===== src/verilog/ncd_pkg.sv =====
// constants for the nibble cpu data-operation executor
package ncd_pkg;
    localparam int NCD_IW = 10;
    localparam int NCD_NW = 4;
    // opcode patterns, full 10-bit words
    localparam logic [9:0] OP_B_TO_ACC = 10'h01e;
    localparam logic [9:0] OP_ACC_TO_B = 10'h00e;
    localparam logic [9:0] OP_DIGIT_TO_ACC = 10'h01f;
    localparam logic [9:0] OP_ACC_TO_DIGIT = 10'h00c;
    localparam logic [9:0] OP_PACK = 10'h01a;
    localparam logic [9:0] OP_UNPACK = 10'h02a;
    localparam logic [9:0] OP_ACC_TO_TBL = 10'h029;
    localparam logic [9:0] OP_TBL_TO_ACC = 10'h051;
    localparam logic [9:0] OP_BANK_TO_ACC = 10'h053;
    localparam logic [9:0] OP_FILE_TO_ACC = 10'h052;
    localparam logic [9:0] OP_STACK_TO_ACC = 10'h050;
    localparam logic [9:0] OP_INC_DIGIT = 10'h013;
    localparam logic [9:0] OP_DEC_DIGIT = 10'h017;
    localparam logic [9:0] OP_SUM = 10'h00a;
    localparam logic [9:0] OP_SUM_CARRY = 10'h00b;
    localparam logic [9:0] OP_AND = 10'h018;
    localparam logic [9:0] OP_OR = 10'h019;
    localparam logic [9:0] OP_SET_CARRY = 10'h007;
    localparam logic [9:0] OP_CLR_CARRY = 10'h006;
    localparam logic [9:0] OP_SKIP_CARRY_CLR = 10'h02f;
    localparam logic [9:0] OP_INVERT = 10'h01c;
    localparam logic [9:0] OP_ROTATE = 10'h01d;
    localparam logic [9:0] OP_SKIP_EQ_RAM = 10'h026;
    localparam logic [9:0] OP_SKIP_EQ_IMM = 10'h025;
    // opcode prefixes with immediate fields below
    localparam logic [1:0] PFX_LOAD_PAIR = 2'h3;
    localparam logic [7:0] PFX_LOAD_BANK = 8'h12;
    localparam logic [5:0] PFX_RAM_TO_ACC = 6'h2c;
    localparam logic [5:0] PFX_SWAP = 6'h2d;
    localparam logic [5:0] PFX_SWAP_DEC = 6'h2f;
    localparam logic [5:0] PFX_SWAP_INC = 6'h2e;
    localparam logic [5:0] PFX_ACC_TO_RAM = 6'h2b;
    localparam logic [5:0] PFX_LOAD_ACC = 6'h07;
    localparam logic [5:0] PFX_ADD_IMM = 6'h06;
    localparam logic [3:0] PFX_TABLE = 4'h2;
    localparam logic [7:0] PFX_SET_BIT = 8'h17;
    localparam logic [7:0] PFX_CLR_BIT = 8'h13;
    localparam logic [7:0] PFX_SKIP_BIT = 8'h08;
    localparam logic [3:0] DIGIT_WRAP_DEC = 4'hf;
    localparam logic [3:0] DIGIT_WRAP_INC = 4'h0;
    localparam int TABLE_CYCLES = 3;
    typedef enum logic [1:0] {
        NCD_RUN = 2'b00,
        NCD_TBL_FETCH = 2'b01,
        NCD_TBL_LOAD = 2'b11,
        NCD_IMM2 = 2'b10
    } ncd_state_e;
endpackage : ncd_pkg

===== src/verilog/ncd_exec.sv =====
// executor for nibble cpu transfer, arithmetic, bit and compare instructions
`timescale 1ns/10ps
// How it works
// RULE_01: copy B to acc, acc to B
// RULE_02: copy digit index to/from acc
// RULE_03: pack B and acc into word holding
// RULE_04: unpack word holding into B and acc
// RULE_05: acc low three bits to table page
// RULE_06: table page to acc, top bit zero
// RULE_07: bank index to acc, upper bits zero
// RULE_08: file index to acc
// RULE_09: stack pointer to acc, top bit zero
// RULE_10: load index pair; skip run followers
// RULE_11: load two-bit bank index
// RULE_12: increment digit; skip on zero
// RULE_13: decrement digit; skip on fifteen
// RULE_14: ram to acc, xor file index
// RULE_15: swap acc and ram, step variants
// RULE_16: acc to ram, xor file index
// RULE_17: add ram to acc, no carry
// RULE_18: add ram and carry, update carry
// RULE_19: and or with ram nibble
// RULE_20: set selected ram bit
// RULE_21: clear selected ram bit
// RULE_22: skip when ram bit clear
// RULE_23: load acc immediate; skip run followers
// RULE_24: rom table read in three cycles
// RULE_25: add immediate, skip on no overflow
// RULE_26: set, clear, test carry
// RULE_27: invert acc, rotate right through carry
// RULE_28: compare acc with ram or immediate
module ncd_exec
    import ncd_pkg::*;
#(
    parameter int RAM_WORDS = 512,
    parameter int ROM_AW = 13
)
(
    // clock and reset
    input wire logic mclk,
    input wire logic sys_rst,
    // instruction stream; instrValid marks a word to execute
    input wire logic [NCD_IW-1:0] instrWord,
    input wire logic instrValid,
    input wire logic [2:0] callStackPtr,
    // ram port, read data combinational from ramAddr
    output logic [10:0] ramAddr,
    input wire logic [NCD_NW-1:0] ramRdata,
    output logic [NCD_NW-1:0] ramWdata,
    output logic ramWe,
    // rom table read port, data one cycle after request
    output logic [ROM_AW-1:0] romAddr,
    output logic romRd,
    input wire logic [NCD_IW-1:0] romData,
    // sequencer hand-off
    output logic skipNext,
    output logic busy,
    // architectural state
    output logic [NCD_NW-1:0] workNibble,
    output logic [NCD_NW-1:0] highHalfAcc,
    output logic carryBit,
    output logic [7:0] wordHolding,
    output logic [2:0] tablePageBits,
    output logic [1:0] ramBankIndex,
    output logic [3:0] ramFileIndex,
    output logic [3:0] ramDigitIndex
);
    // the rom address needs 13 bits of page operand, page bits and acc
    if (ROM_AW < 13 || RAM_WORDS != 512)
    begin : g_sizeCheck
        $error("ncd_exec: unsupported ROM or RAM size");
    end

    ncd_state_e state_r;
    logic runLoadPair_r;
    logic runLoadAcc_r;
    logic [3:0] imm;
    logic [1:0] bitSel;
    logic [3:0] digitInc;
    logic [3:0] digitDec;
    logic [4:0] sumPlain;
    logic [4:0] sumCarry;
    logic [4:0] sumImm;
    logic isLoadPair;
    logic isLoadAcc;
    logic [5:0] pfx6;
    logic [7:0] pfx8;
    logic [10:0] wrAddr_r;
    logic [NCD_NW-1:0] memNibble;

    assign imm = instrWord[3:0];
    assign bitSel = instrWord[1:0];
    assign pfx6 = instrWord[9:4];
    assign pfx8 = instrWord[9:2];
    assign digitInc = ramDigitIndex + 4'h1;
    assign digitDec = ramDigitIndex - 4'h1;
    assign sumPlain = {1'b0, workNibble} + {1'b0, memNibble};
    assign sumCarry = {1'b0, workNibble} + {1'b0, memNibble} + {4'h0, carryBit};
    assign sumImm = {1'b0, workNibble} + {1'b0, imm};
    assign isLoadPair = (instrWord[9:8] == PFX_LOAD_PAIR);
    assign isLoadAcc = (pfx6 == PFX_LOAD_ACC);
    // data_pointer: bank, file, digit
    // top bit stays zero: the pointer spans 1024 nibbles
    assign ramAddr = {1'b0, ramBankIndex, ramFileIndex, ramDigitIndex}; // RULE_14

    // a write lands one edge after its instruction, so a word that
    // reads the same nibble right after it must take the written value
    always_ff @(posedge mclk)
    begin
        if (sys_rst)
            wrAddr_r <= '0;
        else
            wrAddr_r <= ramAddr;
    end
    assign memNibble = (ramWe && wrAddr_r == ramAddr) ? ramWdata : ramRdata;

    // no new word is taken while a table read or compare operand is pending
    logic exec;
    assign exec = instrValid && (state_r == NCD_RUN);

    // run tracking: a follower in a run of the same load is skipped
    always_ff @(posedge mclk)
    begin
        if (sys_rst)
        begin
            runLoadPair_r <= 1'b0;
            runLoadAcc_r <= 1'b0;
        end
        else if (exec)
        begin
            runLoadPair_r <= isLoadPair; // RULE_10
            runLoadAcc_r <= isLoadAcc; // RULE_23
        end
    end

    // run followers cost their cycle but change nothing
    logic suppress;
    assign suppress = (isLoadPair && runLoadPair_r) || (isLoadAcc && runLoadAcc_r);

    // sequencing: table read and two-word compare
    always_ff @(posedge mclk)
    begin
        if (sys_rst)
            state_r <= NCD_RUN;
        else
        begin
            case (state_r)
                NCD_RUN:
                    if (exec && instrWord[9:6] == PFX_TABLE)
                        state_r <= NCD_TBL_FETCH; // RULE_24
                    else if (exec && instrWord == OP_SKIP_EQ_IMM)
                        state_r <= NCD_IMM2; // RULE_28
                NCD_TBL_FETCH:
                    state_r <= NCD_TBL_LOAD;
                NCD_TBL_LOAD:
                    state_r <= NCD_RUN;
                // wait for the operand word, however late it comes
                NCD_IMM2:
                    if (instrValid)
                        state_r <= NCD_RUN;
                default:
                    state_r <= NCD_RUN;
            endcase
        end
    end

    // busy spans the fetch and load cycles after a table read
    always_ff @(posedge mclk)
    begin
        if (sys_rst)
            busy <= 1'b0;
        else
            busy <= (exec && instrWord[9:6] == PFX_TABLE) || (state_r == NCD_TBL_FETCH);
    end

    // rom request: page operand, page bits, acc low nibble
    always_ff @(posedge mclk)
    begin
        if (sys_rst)
        begin
            romAddr <= '0;
            romRd <= 1'b0;
        end
        else
        begin
            romRd <= exec && instrWord[9:6] == PFX_TABLE;
            if (exec && instrWord[9:6] == PFX_TABLE)
                romAddr <= ROM_AW'({instrWord[5:0], tablePageBits, workNibble}); // RULE_24
        end
    end

    // accumulator, B, carry, word holding, table page
    always_ff @(posedge mclk)
    begin
        if (sys_rst)
        begin
            workNibble <= '0;
            highHalfAcc <= '0;
            carryBit <= 1'b0;
            wordHolding <= '0;
            tablePageBits <= '0;
        end
        else if (state_r == NCD_TBL_LOAD)
        begin
            tablePageBits <= {1'b0, romData[9:8]}; // RULE_24
            highHalfAcc <= romData[7:4];
            workNibble <= romData[3:0];
        end
        else if (exec && !suppress)
        begin
            if (instrWord == OP_B_TO_ACC)
                workNibble <= highHalfAcc; // RULE_01
            else if (instrWord == OP_ACC_TO_B)
                highHalfAcc <= workNibble; // RULE_01
            else if (instrWord == OP_DIGIT_TO_ACC)
                workNibble <= ramDigitIndex; // RULE_02
            else if (instrWord == OP_PACK)
                wordHolding <= {highHalfAcc, workNibble}; // RULE_03
            else if (instrWord == OP_UNPACK)
            begin
                highHalfAcc <= wordHolding[7:4]; // RULE_04
                workNibble <= wordHolding[3:0];
            end
            else if (instrWord == OP_ACC_TO_TBL)
                tablePageBits <= workNibble[2:0]; // RULE_05
            else if (instrWord == OP_TBL_TO_ACC)
                workNibble <= {1'b0, tablePageBits}; // RULE_06
            else if (instrWord == OP_BANK_TO_ACC)
                workNibble <= {2'b00, ramBankIndex}; // RULE_07
            else if (instrWord == OP_FILE_TO_ACC)
                workNibble <= ramFileIndex; // RULE_08
            else if (instrWord == OP_STACK_TO_ACC)
                workNibble <= {1'b0, callStackPtr}; // RULE_09
            else if (pfx6 == PFX_RAM_TO_ACC)
                workNibble <= memNibble; // RULE_14
            else if (pfx6 == PFX_SWAP || pfx6 == PFX_SWAP_DEC || pfx6 == PFX_SWAP_INC)
                workNibble <= memNibble; // RULE_15
            else if (isLoadAcc)
                workNibble <= imm; // RULE_23
            else if (instrWord == OP_SUM)
                workNibble <= sumPlain[3:0]; // RULE_17
            else if (instrWord == OP_SUM_CARRY)
            begin
                workNibble <= sumCarry[3:0]; // RULE_18
                carryBit <= sumCarry[4];
            end
            else if (pfx6 == PFX_ADD_IMM)
                workNibble <= sumImm[3:0]; // RULE_25
            else if (instrWord == OP_AND)
                workNibble <= workNibble & memNibble; // RULE_19
            else if (instrWord == OP_OR)
                workNibble <= workNibble | memNibble; // RULE_19
            else if (instrWord == OP_SET_CARRY)
                carryBit <= 1'b1; // RULE_26
            else if (instrWord == OP_CLR_CARRY)
                carryBit <= 1'b0; // RULE_26
            else if (instrWord == OP_INVERT)
                workNibble <= ~workNibble; // RULE_27
            else if (instrWord == OP_ROTATE)
            begin
                workNibble <= {carryBit, workNibble[3:1]}; // RULE_27
                carryBit <= workNibble[0];
            end
        end
    end

    // ram address registers
    always_ff @(posedge mclk)
    begin
        if (sys_rst)
        begin
            ramBankIndex <= '0;
            ramFileIndex <= '0;
            ramDigitIndex <= '0;
        end
        else if (exec && !suppress)
        begin
            if (isLoadPair)
            begin
                ramFileIndex <= instrWord[7:4]; // RULE_10
                ramDigitIndex <= instrWord[3:0];
            end
            else if (pfx8 == PFX_LOAD_BANK)
                ramBankIndex <= bitSel; // RULE_11
            else if (instrWord == OP_ACC_TO_DIGIT)
                ramDigitIndex <= workNibble; // RULE_02
            else if (instrWord == OP_INC_DIGIT)
                ramDigitIndex <= digitInc; // RULE_12
            else if (instrWord == OP_DEC_DIGIT)
                ramDigitIndex <= digitDec; // RULE_13
            else if (pfx6 == PFX_RAM_TO_ACC || pfx6 == PFX_SWAP || pfx6 == PFX_ACC_TO_RAM)
                ramFileIndex <= ramFileIndex ^ imm; // RULE_14 RULE_16
            else if (pfx6 == PFX_SWAP_DEC)
            begin
                ramFileIndex <= ramFileIndex ^ imm; // RULE_15
                ramDigitIndex <= digitDec;
            end
            else if (pfx6 == PFX_SWAP_INC)
            begin
                ramFileIndex <= ramFileIndex ^ imm; // RULE_15
                ramDigitIndex <= digitInc;
            end
        end
    end

    // ram write: swaps, store, bit set and clear
    always_ff @(posedge mclk)
    begin
        if (sys_rst)
        begin
            ramWe <= 1'b0;
            ramWdata <= '0;
        end
        else
        begin
            ramWe <= 1'b0;
            if (exec)
            begin
                if (pfx6 == PFX_SWAP || pfx6 == PFX_SWAP_DEC || pfx6 == PFX_SWAP_INC
                    || pfx6 == PFX_ACC_TO_RAM)
                begin
                    ramWe <= 1'b1; // RULE_15 RULE_16
                    ramWdata <= workNibble;
                end
                else if (pfx8 == PFX_SET_BIT)
                begin
                    ramWe <= 1'b1;
                    ramWdata <= memNibble | (4'h1 << bitSel); // RULE_20
                end
                else if (pfx8 == PFX_CLR_BIT)
                begin
                    ramWe <= 1'b1;
                    ramWdata <= memNibble & ~(4'h1 << bitSel); // RULE_21
                end
            end
        end
    end

    // skip decision for the following word; written ram address
    // is latched with the data since the pointer may move
    logic skipNow;
    always_comb
    begin
        skipNow = 1'b0;
        if (state_r == NCD_IMM2)
            skipNow = instrValid && (workNibble == imm); // RULE_28
        else if (exec && !suppress)
        begin
            if (instrWord == OP_INC_DIGIT || pfx6 == PFX_SWAP_INC)
                skipNow = (digitInc == DIGIT_WRAP_INC); // RULE_12 RULE_15
            else if (instrWord == OP_DEC_DIGIT || pfx6 == PFX_SWAP_DEC)
                skipNow = (digitDec == DIGIT_WRAP_DEC); // RULE_13 RULE_15
            else if (pfx6 == PFX_ADD_IMM)
                skipNow = !sumImm[4]; // RULE_25
            else if (instrWord == OP_SKIP_CARRY_CLR)
                skipNow = !carryBit; // RULE_26
            else if (pfx8 == PFX_SKIP_BIT)
                skipNow = !memNibble[bitSel]; // RULE_22
            else if (instrWord == OP_SKIP_EQ_RAM)
                skipNow = (workNibble == memNibble); // RULE_28
        end
    end

    always_ff @(posedge mclk)
    begin
        if (sys_rst)
            skipNext <= 1'b0;
        else
            skipNext <= skipNow;
    end
endmodule : ncd_exec


===== config.mk =====
export PLATFORM = sky130hd
export DESIGN_NAME = ncd_exec
export DESIGN_NICKNAME = d
export VERILOG_FILES = /design/src/verilog/ncd_pkg.sv /design/src/verilog/ncd_exec.sv
export SDC_FILE = /design/constraint.sdc
export NUM_CORES = 1
export LEC_CHECK = 0
export CAP_MARGIN = 0
export CORE_UTILIZATION = 45
export DETAILED_ROUTE_END_ITERATION = 8
export DONT_BUFFER_PORTS = 1
export GPL_ROUTABILITY_DRIVEN = 0
export PLACE_DENSITY_LB_ADDON = 0.15
export SYNTH_ARGS = -nofsm -noshare
export SYNTH_HDL_FRONTEND = slang
export SYNTH_SLANG_ARGS = --single-unit
export TNS_END_PERCENT = 50

===== constraint.sdc =====
create_clock -name mclk -period 3.39 [get_ports mclk]
set_input_delay 1.017 -clock mclk [delete_from_list [all_inputs] [get_ports mclk]]
set_output_delay 1.017 -clock mclk [all_outputs]
set_load 0.1 [all_outputs]

; Word-level counts from Yosys, hierarchy flattened
; Cells that the tools add are included.
; W data, S select, Z words.
[classes]
add_sub_neg = 5
n_lt_le_gt_ge = 1
eq_ne = 67
n_shift = 1
n_mux = 84
n_bitwise = 24
reduce_logical = 44
[ops]
columns = operator, count
row1 = $mux W4, 51
row2 = $eq A10 B5 Y1 const B, 9
row3 = $eq A10 B6 Y1 const B, 5
row4 = $eq A10 B4 Y1 const B, 4
row5 = $eq A10 B7 Y1 const B, 4
row6 = $ne A17 B14 Y1 const B, 2
row7 = $eq A6 B6 Y1 const B, 5
row8 = $ne A2 B2 Y1 const B, 13
row9 = $eq A8 B5 Y1 const B, 3
row10 = $mux W2, 11
row11 = $reduce_and A21 Y1, 1
row12 = $reduce_and A7 Y1, 3
row13 = $eq A10 B3 Y1 const B, 2
row14 = $mux W1, 20
row15 = $reduce_bool A18 Y1, 1
row16 = $not A1 Y1, 17
row17 = $eq A6 B3 Y1 const B, 2
row18 = $reduce_and A6 Y1, 2
row19 = $eq A11 B10 Y1, 1
row20 = $add A4 B4 Y5, 2
row21 = $ne A5 B5 Y1 const B, 2
row22 = $logic_or A1 B1 Y1, 9
row23 = $ne A3 B3 Y1 const B, 3
row24 = $and A4 B4 Y4, 2
row25 = other kinds (31), 52
[word_totals]
ff_bits = 66
input_bits = 30

; Depth between registers and ports, before layout
; Gate-level depths: netlist of the first run.
[depth]
ltp_word = 25
ltp_mapped = 17
depth_no_buf = 16

; Worst setup path after synthesis of the first run
; Ideal clock, no wire load.
[synth_timing]
path_kind = register to register
start = register ramDigitIndex[0]
end = register workNibble[2]
setup_time_ns = 0.095
arrival_time_ns = 4.133
path_slack_ns = -0.838
stages_incl_launch_ff = 18
path_buffers = 1
path_cell_list = dfxtp_1 > clkbuf_1 > xnor2_1 > nand4_1 > nor3_2 > mux2i_1 > inv_1 > ha_1 > inv_1 > fa_1 > inv_1 > ha_1 > xnor2_1 > o2111ai_1 > a31oi_1 > a211oi_1 > o21ai_0 > a221oi_1
[synth_between]
elab_chain_cells = 24
word_cells_on_any_way = 27
classes_between = add/sub: 2 / eq/ne: 1 / mux: 21 / bitwise: 2 / reduce/logical: 1
[synth_lines]
columns = item, line_no
row1 = "start, declared", ncd_exec.sv:66  ; output logic [3:0] ramDigitIndex
row2 = "start signal, assigned", ncd_exec.sv:281  ; ramDigitIndex <= instrWord[3:0];
row3 = "start signal, assigned", ncd_exec.sv:286  ; ramDigitIndex <= workNibble;
row4 = "start signal, assigned", ncd_exec.sv:288  ; ramDigitIndex <= digitInc;
row5 = $eq A11 B10 Y1 *, ncd_exec.sv:115  ; assign memNibble = (ramWe && wrAddr_r == ramAddr) ? ramWdata : ramRdata;
row6 = $logic_and A1 B1 Y1 *, ncd_exec.sv:115
row7 = $mux W4 *, ncd_exec.sv:115
row8 = "parallel branches: the longest is 8 deep, another holds $add A4 B4 Y5", -
row9 = $mux W4 *, ncd_exec.sv:234  ; else if (pfx6 == PFX_RAM_TO_ACC)
row10 = $mux W4 *, ncd_exec.sv:232  ; else if (instrWord == OP_STACK_TO_ACC)
row11 = $mux W4 *, ncd_exec.sv:230  ; else if (instrWord == OP_FILE_TO_ACC)
row12 = $mux W4 *, ncd_exec.sv:228  ; else if (instrWord == OP_BANK_TO_ACC)
row13 = $mux W4 *, ncd_exec.sv:226  ; else if (instrWord == OP_TBL_TO_ACC)
row14 = $mux W4 *, ncd_exec.sv:224  ; else if (instrWord == OP_ACC_TO_TBL)
row15 = $mux W4 *, ncd_exec.sv:219  ; else if (instrWord == OP_UNPACK)
row16 = $mux W4 *, ncd_exec.sv:217  ; else if (instrWord == OP_PACK)
row17 = $mux W4 *, ncd_exec.sv:215  ; else if (instrWord == OP_DIGIT_TO_ACC)
row18 = $mux W4 *, ncd_exec.sv:213  ; else if (instrWord == OP_ACC_TO_B)
row19 = $mux W4 *, ncd_exec.sv:211  ; if (instrWord == OP_B_TO_ACC)
row20 = $mux W4 *, ncd_exec.sv:209  ; else if (exec && !suppress)
row21 = $mux W4 *, ncd_exec.sv:203  ; else if (state_r == NCD_TBL_LOAD)
row22 = "end signal, assigned", ncd_exec.sv:207  ; workNibble <= romData[3:0];
row23 = "end signal, assigned", ncd_exec.sv:212  ; workNibble <= highHalfAcc;
row24 = "end signal, assigned", ncd_exec.sv:216  ; workNibble <= ramDigitIndex;
row25 = "end, declared", ncd_exec.sv:59  ; output logic [NCD_NW-1:0] workNibble,
; Every way passes the cells marked *. The select of a mux whose other input is x is not followed.
; A chain may end at the register's enable or synchronous reset.

; Worst setup path in the final report of the first run
[layout_timing]
start = register ramFileIndex[1]
end = register workNibble[3]
[layout_between]
elab_chain_cells = 24
word_cells_on_any_way = 27
classes_between = add/sub: 2 / eq/ne: 1 / mux: 21 / bitwise: 2 / reduce/logical: 1
[layout_lines]
columns = item, line_no
row1 = "start, declared", ncd_exec.sv:65  ; output logic [3:0] ramFileIndex,
row2 = "start signal, assigned", ncd_exec.sv:280  ; ramFileIndex <= instrWord[7:4];
row3 = "start signal, assigned", ncd_exec.sv:292  ; ramFileIndex <= ramFileIndex ^ imm;
row4 = "start signal, assigned", ncd_exec.sv:295  ; ramFileIndex <= ramFileIndex ^ imm;
row5 = $eq A11 B10 Y1 *, ncd_exec.sv:115
row6 = $logic_and A1 B1 Y1 *, ncd_exec.sv:115
row7 = $mux W4 *, ncd_exec.sv:115
row8 = "parallel branches: the longest is 8 deep, another holds $add A4 B4 Y5", -
row9 = $mux W4 *, ncd_exec.sv:234
row10 = $mux W4 *, ncd_exec.sv:232
row11 = $mux W4 *, ncd_exec.sv:230
row12 = $mux W4 *, ncd_exec.sv:228
row13 = $mux W4 *, ncd_exec.sv:226
row14 = $mux W4 *, ncd_exec.sv:224
row15 = $mux W4 *, ncd_exec.sv:219
row16 = $mux W4 *, ncd_exec.sv:217
row17 = $mux W4 *, ncd_exec.sv:215
row18 = $mux W4 *, ncd_exec.sv:213
row19 = $mux W4 *, ncd_exec.sv:211
row20 = $mux W4 *, ncd_exec.sv:209
row21 = $mux W4 *, ncd_exec.sv:203
; Marks and branches as above.

==> results of run 1 <==
-- synthesized netlist by cell type, types with 4 or more instances --
library cell               number
sky130_fd_sc_hd__nor2_1        76
sky130_fd_sc_hd__dfxtp_1       65
sky130_fd_sc_hd__nand2_1       49
sky130_fd_sc_hd__a21oi_1       38
sky130_fd_sc_hd__clkbuf_1      33
sky130_fd_sc_hd__mux2i_1       25
sky130_fd_sc_hd__nand3_1       24
sky130_fd_sc_hd__inv_1         23
sky130_fd_sc_hd__o21ai_0       20
sky130_fd_sc_hd__ha_1          18
sky130_fd_sc_hd__xnor2_1       16
sky130_fd_sc_hd__nor2b_1       14
sky130_fd_sc_hd__a211oi_1      12
sky130_fd_sc_hd__nand4_1       12
sky130_fd_sc_hd__o211ai_1      12
sky130_fd_sc_hd__buf_4         11
sky130_fd_sc_hd__and3_1        10
sky130_fd_sc_hd__nor3_1         9
sky130_fd_sc_hd__nand2b_1       8
sky130_fd_sc_hd__a31oi_1        7
sky130_fd_sc_hd__buf_2          7
sky130_fd_sc_hd__nor4_1         7
sky130_fd_sc_hd__a221oi_1       6
sky130_fd_sc_hd__a22oi_1        5
sky130_fd_sc_hd__and2_1         5
sky130_fd_sc_hd__o21a_1         5
sky130_fd_sc_hd__a211o_1        4
sky130_fd_sc_hd__nand3b_1       4
sky130_fd_sc_hd__o221ai_1       4
sky130_fd_sc_hd__o22ai_1        4
sky130_fd_sc_hd__o31ai_1        4
-- cell type report --
cell class / instances / area [um2] / area share, %
clock buffer: 9 / 124 / 2.30
timing repair buffer: 54 / 405 / 7.53
multi-input combinational: 466 / 3170 / 58.9
inverter: 23 / 86.3 / 1.60
clock inverter: 7 / 98.8 / 1.84
tap: 136 / 170 / 3.16
sequential: 65 / 1330 / 24.7
-- state kept, by name, summed over array words and instances, names as in the netlist, 2 cells and up --
signal	flops
highHalfAcc	4
ramBankIndex	2
ramDigitIndex	4
ramFileIndex	4
ramWdata	4
romAddr	13
state_r	2
tablePageBits	3
wordHolding	8
workNibble	4
wrAddr_r	10
-- worst max-delay path by stage --
stage                     start            end  slack (ns)  depth (start not counted)
2_1_floorplan  ramDigitIndex[0]  workNibble[2]       -0.13                         17
3_3_place_gp        ramRdata[0]  workNibble[2]        0.23                         13
3_5_place_dp    ramFileIndex[3]  workNibble[3]        0.15                         14
4_1_cts         ramFileIndex[3]  workNibble[3]        0.13                         14
5_1_grt         ramFileIndex[1]  workNibble[3]     -0.0009                         14
6_report        ramFileIndex[1]  workNibble[3]        0.23                         14
-- power by group through the flow --
stage               logic, uW  clock network [uW]  registers, uW
detailed placement        315                   0            811
global placement          314                   0            811
finish                    324                 763            793
global route              343                 817            795
CTS                       317                 780            793
floorplan                 232                   0            861
-- repair_timing --
item	CTS	global route
setup endpoints to repair	0	2
gates resized for setup	0	4
buffers inserted	0	0
-- per-layer routing --
layer  wire length (um)  global-route usage, %
met1               6620                   38.0
met5                  0                      0
met4                568                   11.8
met2               7250                   45.8
met3               1550                   7.42
-- stage by stage --
step                std cells  util [%]  instance area [um2]
floorplan                 607         -                 4830
CTS                       760      52.2                 5360
global route              760      52.4                 5380
global placement          744      50.0                 5140
finish                    760      52.4                 5380
detailed placement        744      50.0                 5140
-- worst min-delay path, delay by kind of cell (launching register included) --
kind	cells	cell delay, ns
flops	1	0.31
simple gates	1	0.05
compound gates	1	0.05
-- cell families (layout without fill, tap and decap cells) --
family                     after synthesis  count (layout)  share of synthesized area [%]
AOI/OAI and AO/OA                      155             155                           23.1
DFF                                     65              65                           27.4
adders and majority gates               20              20                           5.58
xor gates and xnor gates                19              19                           3.50
muxes                                   29              29                           6.68
buffers and inverters                   76              93                           7.21
and+or+nand+nor                        242             242                           26.5
other                                    1               1                         0.0789
==> Implementation_results.wiki, run 1 <==
{| class="wikitable"
! Metric !! Value
|-
| Run status || complete, no violations
|-
| Number of enable-type register cells in the synthesized netlist || 0
|-
| Net count after synthesis || 657
|-
| Via density per instance || 6.35
|-
| Pin count of the biggest net entering global routing || 68
|-
| Clock Path Buffers || 2
|-
| Detailed-routing iteration count for the pre-antenna-repair pass || 5
|-
| Period utilization || 93.3%
|-
| All-layer global routing usage || 29.2%
|-
| Switching Power || 586 uW
|-
| Cell-by-cell listing of the critical path || xnor2_1, nand4_1, nor3_4, mux2i_1, inv_1, ha_2, inv_2, fa_1, xnor2_2, nand3_1, xor2_1, a211oi_2, o22ai_1, o41ai_1
|-
| Post-synth cell types || 79
|-
| Sum of routed wire length over all layers || 16.0 mm
|-
| Mapped Avg Cell Area || 7.83 um2
|-
| RR Startpoint || ramFileIndex[1]
|-
| Comb pwr share || 17.2%
|-
| Clock tree from TritonCTS || built
|-
| Post-route clock skew || 0.0173 ns
|-
| IR Drop Worst-Case VDD || 0.000239 V
|-
| WL per Instance || 21.0 um
|-
| Setup crit start kind || flip-flop
|-
| Switching power share of the total || 31.2%
|-
| Library cell contributing the largest single delay on the critical path || sky130_fd_sc_hd__fa_1
|-
| Via count of the first global-routing pass || 4549
|-
| Reg2reg end || workNibble[3]
|-
| GRT Residual Overflow || 0
|-
| Synthesis-stage register bit count || 65
|-
| Total inserted antenna cells || 0
|-
| Required time reported for the critical path endpoint || 3.65 ns
|-
| Global-route wire length before repair || 25.1 mm
|-
| Post-layout nets || 669
|-
| Area growth from synthesis to final layout || 13.2%
|-
| Max capacitance violation total || 0
|-
| Number of rows in the core area || 37
|-
| Count of hold-fix buffers inserted at cts || 0
|-
| Overall via count from detail_route || 4825
|-
| Endpoint of the worst hold path || runLoadAcc_r
|-
| Clock input transition at the sequential cells of the worst setup and hold paths || 0.09 ns
|-
| Reg2reg setup slack || 0.23 ns
|-
| Post-synth top area cell || sky130_fd_sc_hd__dfxtp_1
|-
| Critical path arrival || 3.42 ns
|-
| Die ar. || 11000 um2
|-
| Max frequency || 316 MHz
|-
| Worst setup timing slack at the placement stage || 0.151 ns
|-
| Placeable core region || 10300 um2
|-
| Layout fillers || 991
|-
| Gate count after technology mapping || 607
|-
| Commonest cells after routing, fill and taps aside || sky130_fd_sc_hd__nor2_1, sky130_fd_sc_hd__dfxtp_1, sky130_fd_sc_hd__buf_4
|-
| Pwr Density || 349 nW/um2
|-
| Fraction of registers with async set/reset || 0%
|-
| Number of clock sinks seen by CTS || 65
|-
| Depth of the most critical reg-to-reg path || 14
|-
| Antenna violations before repair || 0
|-
| Sort of element at the end of the critical path || flip-flop
|-
| Worst-Margin Slew || 1.05 ns
|-
| Period minus WS final || 3.16 ns
|-
| Routed Antenna Nets || 0
|-
| Clock tree root driver cell || sky130_fd_sc_hd__clkbuf_8
|-
| Total power after layout || 1880 uW
|-
| H-tree lvl count || 3
|-
| Die height || 105 um
|-
| Sequential fraction of design power || 42.2%
|-
| Worst Slack Setup Final || 0.227 ns
|-
| CP Max Fanout || 4
|-
| Sum of net half-perimeters after detailed placement || 11.7 mm
|-
| Worst-case hold slack || 0.454 ns
|-
| Initial Utilization || 46.3%
|-
| Remaining routing DRC violations || 0
|-
| Leak pwr || 0.00201 uW
|-
| Tightest slew margin relative to the limit || 29.6%
|-
| Count of yosys warnings during synthesis || 0
|-
| Final sum of negative setup slack || 0 ns
|-
| Setup-failing EPs final || 0
|-
| Critical path's top delay family || adder cells
|-
| Total buffers and inverters traversed by the critical path || 2
|-
| Crit path kind || flip-flop to flip-flop
|-
| Clk network pwr share || 40.6%
|-
| Most frequent standard cell in the layout excluding fill and tap cells || sky130_fd_sc_hd__nor2_1
|-
| Worst min-delay path category || flip-flop to flip-flop
|-
| Worst-skew pair later-pin latency || 0.35 ns
|-
| Main flop type after synthesis || sky130_fd_sc_hd__dfxtp_1
|-
| Proportion of netlist area held by the largest area contributor || 27.4%
|-
| Chip width || 105 um
|-
| Io pins || 92
|-
| Fraction of layout instances using a drive strength above 1 || 17.9%
|-
| Worst path max stage delay || 0.47 ns
|-
| Number of violations reported at the end of detailed-routing iteration 0 || 478
|-
| Hold Crit Depth || 2
|-
| Port bufs || 0
|-
| Final-report hold violation count || 0
|-
| Area contributors post-synth || sky130_fd_sc_hd__dfxtp_1, sky130_fd_sc_hd__nor2_1, sky130_fd_sc_hd__mux2i_1
|-
| Post-synthesis instance area || 4750 um2
|-
| Internal power contribution || 1290 uW
|-
| Total CTS buffers || 9
|-
| Seq/Total Area, Yosys || 27.4%
|-
| Max-slew violations || 0
|-
| Origin of the worst min-delay path || runLoadAcc_r
|}
No activity file was read; power rests on OpenSTA's default activity.
==> run 2, diff against run 1 <==
--- a/config.mk
+++ b/config.mk
@@ -5,7 +5,9 @@
 export SDC_FILE = /design/constraint.sdc
 export NUM_CORES = 1
 export LEC_CHECK = 0
+export ABC_AREA = 1
 export CAP_MARGIN = 0
+export CORE_MARGIN = 10
 export CORE_UTILIZATION = 45
 export DETAILED_ROUTE_END_ITERATION = 8
 export DONT_BUFFER_PORTS = 1
==> run 2 against run 1 <==
Clock-buffer cell count up 1; synthesized cell count increased by 23%; cell count grew 20%; via count increased by 9.2%; combinational power grew 35%; global-route usage down 6.5 points; critical endpoint is now workNibble[1]; largest cell class unchanged.
==> Implementation_results.wiki, run 2 <==
{| class="wikitable"
! Metric !! Value
|-
| Run status || complete, no violations
|-
| Layout fillers || 1062 (+7.2%)
|-
| Met2 layer usage reported by global route || 34.6% (-11 points)
|-
| Most frequent standard cell in the layout excluding fill and tap cells || sky130_fd_sc_hd__nand2_1
|-
| Library cell contributing the largest single delay on the critical path || sky130_fd_sc_hd__fa_1
|-
| Switching Power || 711 uW (+21%)
|-
| Clock Path Buffers || 2 (unchanged)
|-
| Fraction of layout instances using a drive strength above 1 || 17.0% (-0.98 points)
|-
| Number of rows in the core area || 37 (unchanged)
|-
| Critical path's top delay family || simple AND/OR/NAND/NOR gates
|-
| Post-layout nets || 823 (+23%)
|-
| Global-route wire length before repair || 26.9 mm (+7.2%)
|-
| Mapped Avg Cell Area || 6.42 um2 (-18%)
|-
| Number of clock sinks seen by CTS || 65 (unchanged)
|-
| Max frequency || 307 MHz (-2.8%)
|-
| Most prevalent standard cell on the critical path || sky130_fd_sc_hd__nand2_1
|-
| Setup-failing EPs final || 0 (unchanged)
|-
| Setup crit start kind || flip-flop
|-
| Fraction of registers with async set/reset || 0% (unchanged)
|-
| Standard cell area after detailed placement || 5100 um2 (-0.73%)
|-
| GRT Residual Overflow || 0 (unchanged)
|-
| H-tree lvl count || 3 (unchanged)
|-
| Post-synth top area cell || sky130_fd_sc_hd__dfxtp_1
|-
| Post-synthesis instance area || 4780 um2 (+0.63%)
|-
| All-layer global routing usage || 22.7% (-6.5 points)
|-
| Flip-flop count of the largest register after layout || 13 (unchanged)
|-
| Highest-utilization routing layer at the global route stage || met2
|-
| Sum of net half-perimeters after detailed placement || 13.7 mm (+17%)
|-
| Top Registers || romAddr: 13 flops, wrAddr_r: 10 flops, wordHolding: 8 flops
|-
| Clock input transition at the sequential cells of the worst setup and hold paths || 0.08 ns (about the same)
|-
| Final-report hold violation count || 0 (unchanged)
|-
| Period minus WS final || 3.25 ns (+0.0911 ns)
|-
| Worst-Margin Slew || 1.05 ns (-0.00833 ns)
|-
| Cell area after layout || 5440 um2 (+1.0%)
|-
| Initial Utilization || 46.3% (+0.083 points)
|-
| Cell with the most instances after synthesis || sky130_fd_sc_hd__nand2_1
|-
| Pwr Density || 376 nW/um2 (+7.7%)
|-
| Worst min-delay path category || flip-flop to flip-flop
|-
| Met1 Usage GRT || 28.7% (-9.3 points)
|-
| Post-synth cell types || 48 (-39%)
|-
| Leak pwr || 0.00246 uW (+22%)
|-
| Die ar. || 15200 um2 (+38%)
|-
| Clk network pwr share || 38.1% (-2.5 points)
|-
| Area growth from synthesis to final layout || 13.7%
|-
| Placeable core region || 10300 um2 (+0.45%)
|-
| Number of enable-type register cells in the synthesized netlist || 0 (unchanged)
|-
| Pin count of the biggest net entering global routing || 33 (-51%)
|-
| Max capacitance violation total || 0 (unchanged)
|-
| Main flop type after synthesis || sky130_fd_sc_hd__dfxtp_1
|-
| Sum of routed wire length over all layers || 17.7 mm (+10%)
|-
| Register bank with the most flops || romAddr
|-
| Port bufs || 0 (unchanged)
|-
| Max-slew violations || 0 (unchanged)
|-
| Sequential fraction of design power || 40.6% (-1.6 points)
|-
| Die height || 123 um (+17%)
|-
| Required time reported for the critical path endpoint || 3.65 ns (about the same)
|-
| Chip width || 123 um (+17%)
|-
| Seq/Total Area, Yosys || 27.2% (-0.17 points)
|-
| Gate count after technology mapping || 745 (+23%)
|-
| Routed Antenna Nets || 0 (unchanged)
|-
| Commonest cells after routing, fill and taps aside || sky130_fd_sc_hd__nand2_1, sky130_fd_sc_hd__inv_1, sky130_fd_sc_hd__o21ai_0
|-
| Io pins || 92 (unchanged)
|-
| Total CTS buffers || 9 (unchanged)
|-
| Crit path kind || flip-flop to flip-flop
|-
| Net count after synthesis || 795 (+21%)
|-
| Number of cells after detailed placement || 890 (+20%)
|-
| Overall via count from detail_route || 5267 (+9.2%)
|-
| Met3 capacity usage during global routing || 6.84% (-0.59 points)
|-
| Count of hold-fix buffers inserted at cts || 0 (unchanged)
|-
| Tightest slew margin relative to the limit || 30.2% (+0.56 points)
|-
| Synthesis-stage register bit count || 65 (unchanged)
|-
| Internal power contribution || 1340 uW (+3.2%)
|-
| WL per Instance || 19.3 um (-8.2%)
|-
| IR Drop Worst-Case VDD || 0.000215 V (-10%)
|-
| Via density per instance || 5.76 (-9.2%)
|-
| Clock tree root driver cell || sky130_fd_sc_hd__clkbuf_8
|-
| Remaining routing DRC violations || 0 (unchanged)
|-
| Worst path max stage delay || 0.43 ns (-0.04 ns)
|-
| Critical path arrival || 3.51 ns (+0.09 ns)
|-
| Proportion of netlist area held by the largest area contributor || 27.2% (-0.17 points)
|-
| Post-route clock skew || 0.0129 ns (-0.00447 ns)
|-
| Worst-skew pair later-pin latency || 0.37 ns (+0.02 ns)
|-
| Detailed-routing iteration count for the pre-antenna-repair pass || 8 (+3)
|-
| Via count of the first global-routing pass || 4828 (+6.1%)
|-
| Final standard cell count with taps included and fillers excluded || 914 (+20%)
|-
| Comb pwr share || 21.3% (+4.1 points)
|-
| Period utilization || 96.0% (+2.7 points)
|-
| Antenna violations before repair || 0 (unchanged)
|-
| Commonest cells in the synthesized netlist || sky130_fd_sc_hd__nand2_1, sky130_fd_sc_hd__inv_1, sky130_fd_sc_hd__o21ai_0
|-
| Area contributors post-synth || sky130_fd_sc_hd__dfxtp_1, sky130_fd_sc_hd__nand2_1, sky130_fd_sc_hd__inv_1
|-
| Clock tree from TritonCTS || built
|-
| Switching power share of the total || 34.8% (+3.6 points)
|-
| Total buffers and inverters traversed by the critical path || 6 (+4)
|-
| Total inserted antenna cells || 0 (unchanged)
|-
| CP Max Fanout || 4 (unchanged)
|-
| Sort of element at the end of the critical path || flip-flop
|-
| Count of yosys warnings during synthesis || 0 (unchanged)
|-
| Number of violations reported at the end of detailed-routing iteration 0 || 621 (+30%)
|}
==> run 2: worst min-delay path, stage by stage (launching register included) <==
cell	delay [ns]
sky130_fd_sc_hd__dfxtp_1	0.31
sky130_fd_sc_hd__inv_1	0.07
sky130_fd_sc_hd__a221oi_1	0.07
==> run 2: timing repair <==
| item | CTS | global route |
|---|---|---|
| gates resized for setup | 1 | 18 |
| setup endpoints to repair | 1 | 4 |
| setup buffers | 0 | 8 |
| pin swaps | 1 | 8 |
==> run 2: cell families (layout without fill, tap and decap cells) <==
| kind of cell | count (synthesis) | in the layout | share of synthesized area [%] |
|---|---|---|---|
| buffers and inverters | 142 | 175 | 12.2 |
| XOR/XNOR | 16 | 16 | 2.93 |
| other | 1 | 1 | 0.0784 |
| AND/OR/NAND/NOR | 316 | 316 | 29.8 |
| flip-flops | 65 | 65 | 27.2 |
| AO/OA/AOI/OAI | 185 | 185 | 22.2 |
| adder cells (fa/ha/maj) | 20 | 20 | 5.54 |
==> run 2: final cells by class <==
cell class                 instances  area [um2]  area share [%]
clock buffer                      10         138            2.53
timing repair buffer              44         334            6.14
tap                              136         170            3.13
clock inverter                     6        90.1            1.66
inverter                         115         434            7.98
sequential                        65        1330            24.4
multi-input combinational        538        2940            54.1
==> run 2: power groups by stage <==
stage / sequential (uW) / combinational [uW] / clock (uW)
global route: 833 / 469 / 815
global placement: 847 / 403 / 0
detailed placement: 848 / 406 / 0
CTS: 830 / 409 / 784
floorplan: 913 / 259 / 0
finish: 831 / 436 / 780
==> run 2: metal layers <==
metal  share of wire (%)  up-vias  wire length [um]
met5                   0        -                 0
met4                 4.2        0               742
met3                  12       66              2030
met2                  44      289              7720
met1                  41     2412              7160
li1                    -     2500                 -
==> run 2: worst paths after layout <==
kind              cells after the start  slack, ns        startpoint             to
setup reg to reg                     29       0.14  ramDigitIndex[1]  workNibble[1]
hold / removal                        2       0.49       ramWdata[2]    ramWdata[2]
setup / recovery                     29       0.14  ramDigitIndex[1]  workNibble[1]
hold reg to reg                       2       0.49       ramWdata[2]    ramWdata[2]
==> run 2: through the flow <==
step / hold slack [ns] / setup slack, ns / utilization (%) / TNS, ns / total power [uW]
final: 0.493 / 0.136 / 52.7 / 0 / 2050
after global routing: 0.534 / -0.0939 / 52.7 / -0.234 / 2120
after CTS: 0.499 / 0.0698 / 51.7 / 0 / 2020
after detailed placement: 0.482 / -0.00167 / 49.4 / -0.00167 / 1250
after global placement: 0.479 / 0.156 / 49.4 / 0 / 1250
after floorplan: 0.468 / 0.00126 / - / 0 / 1170
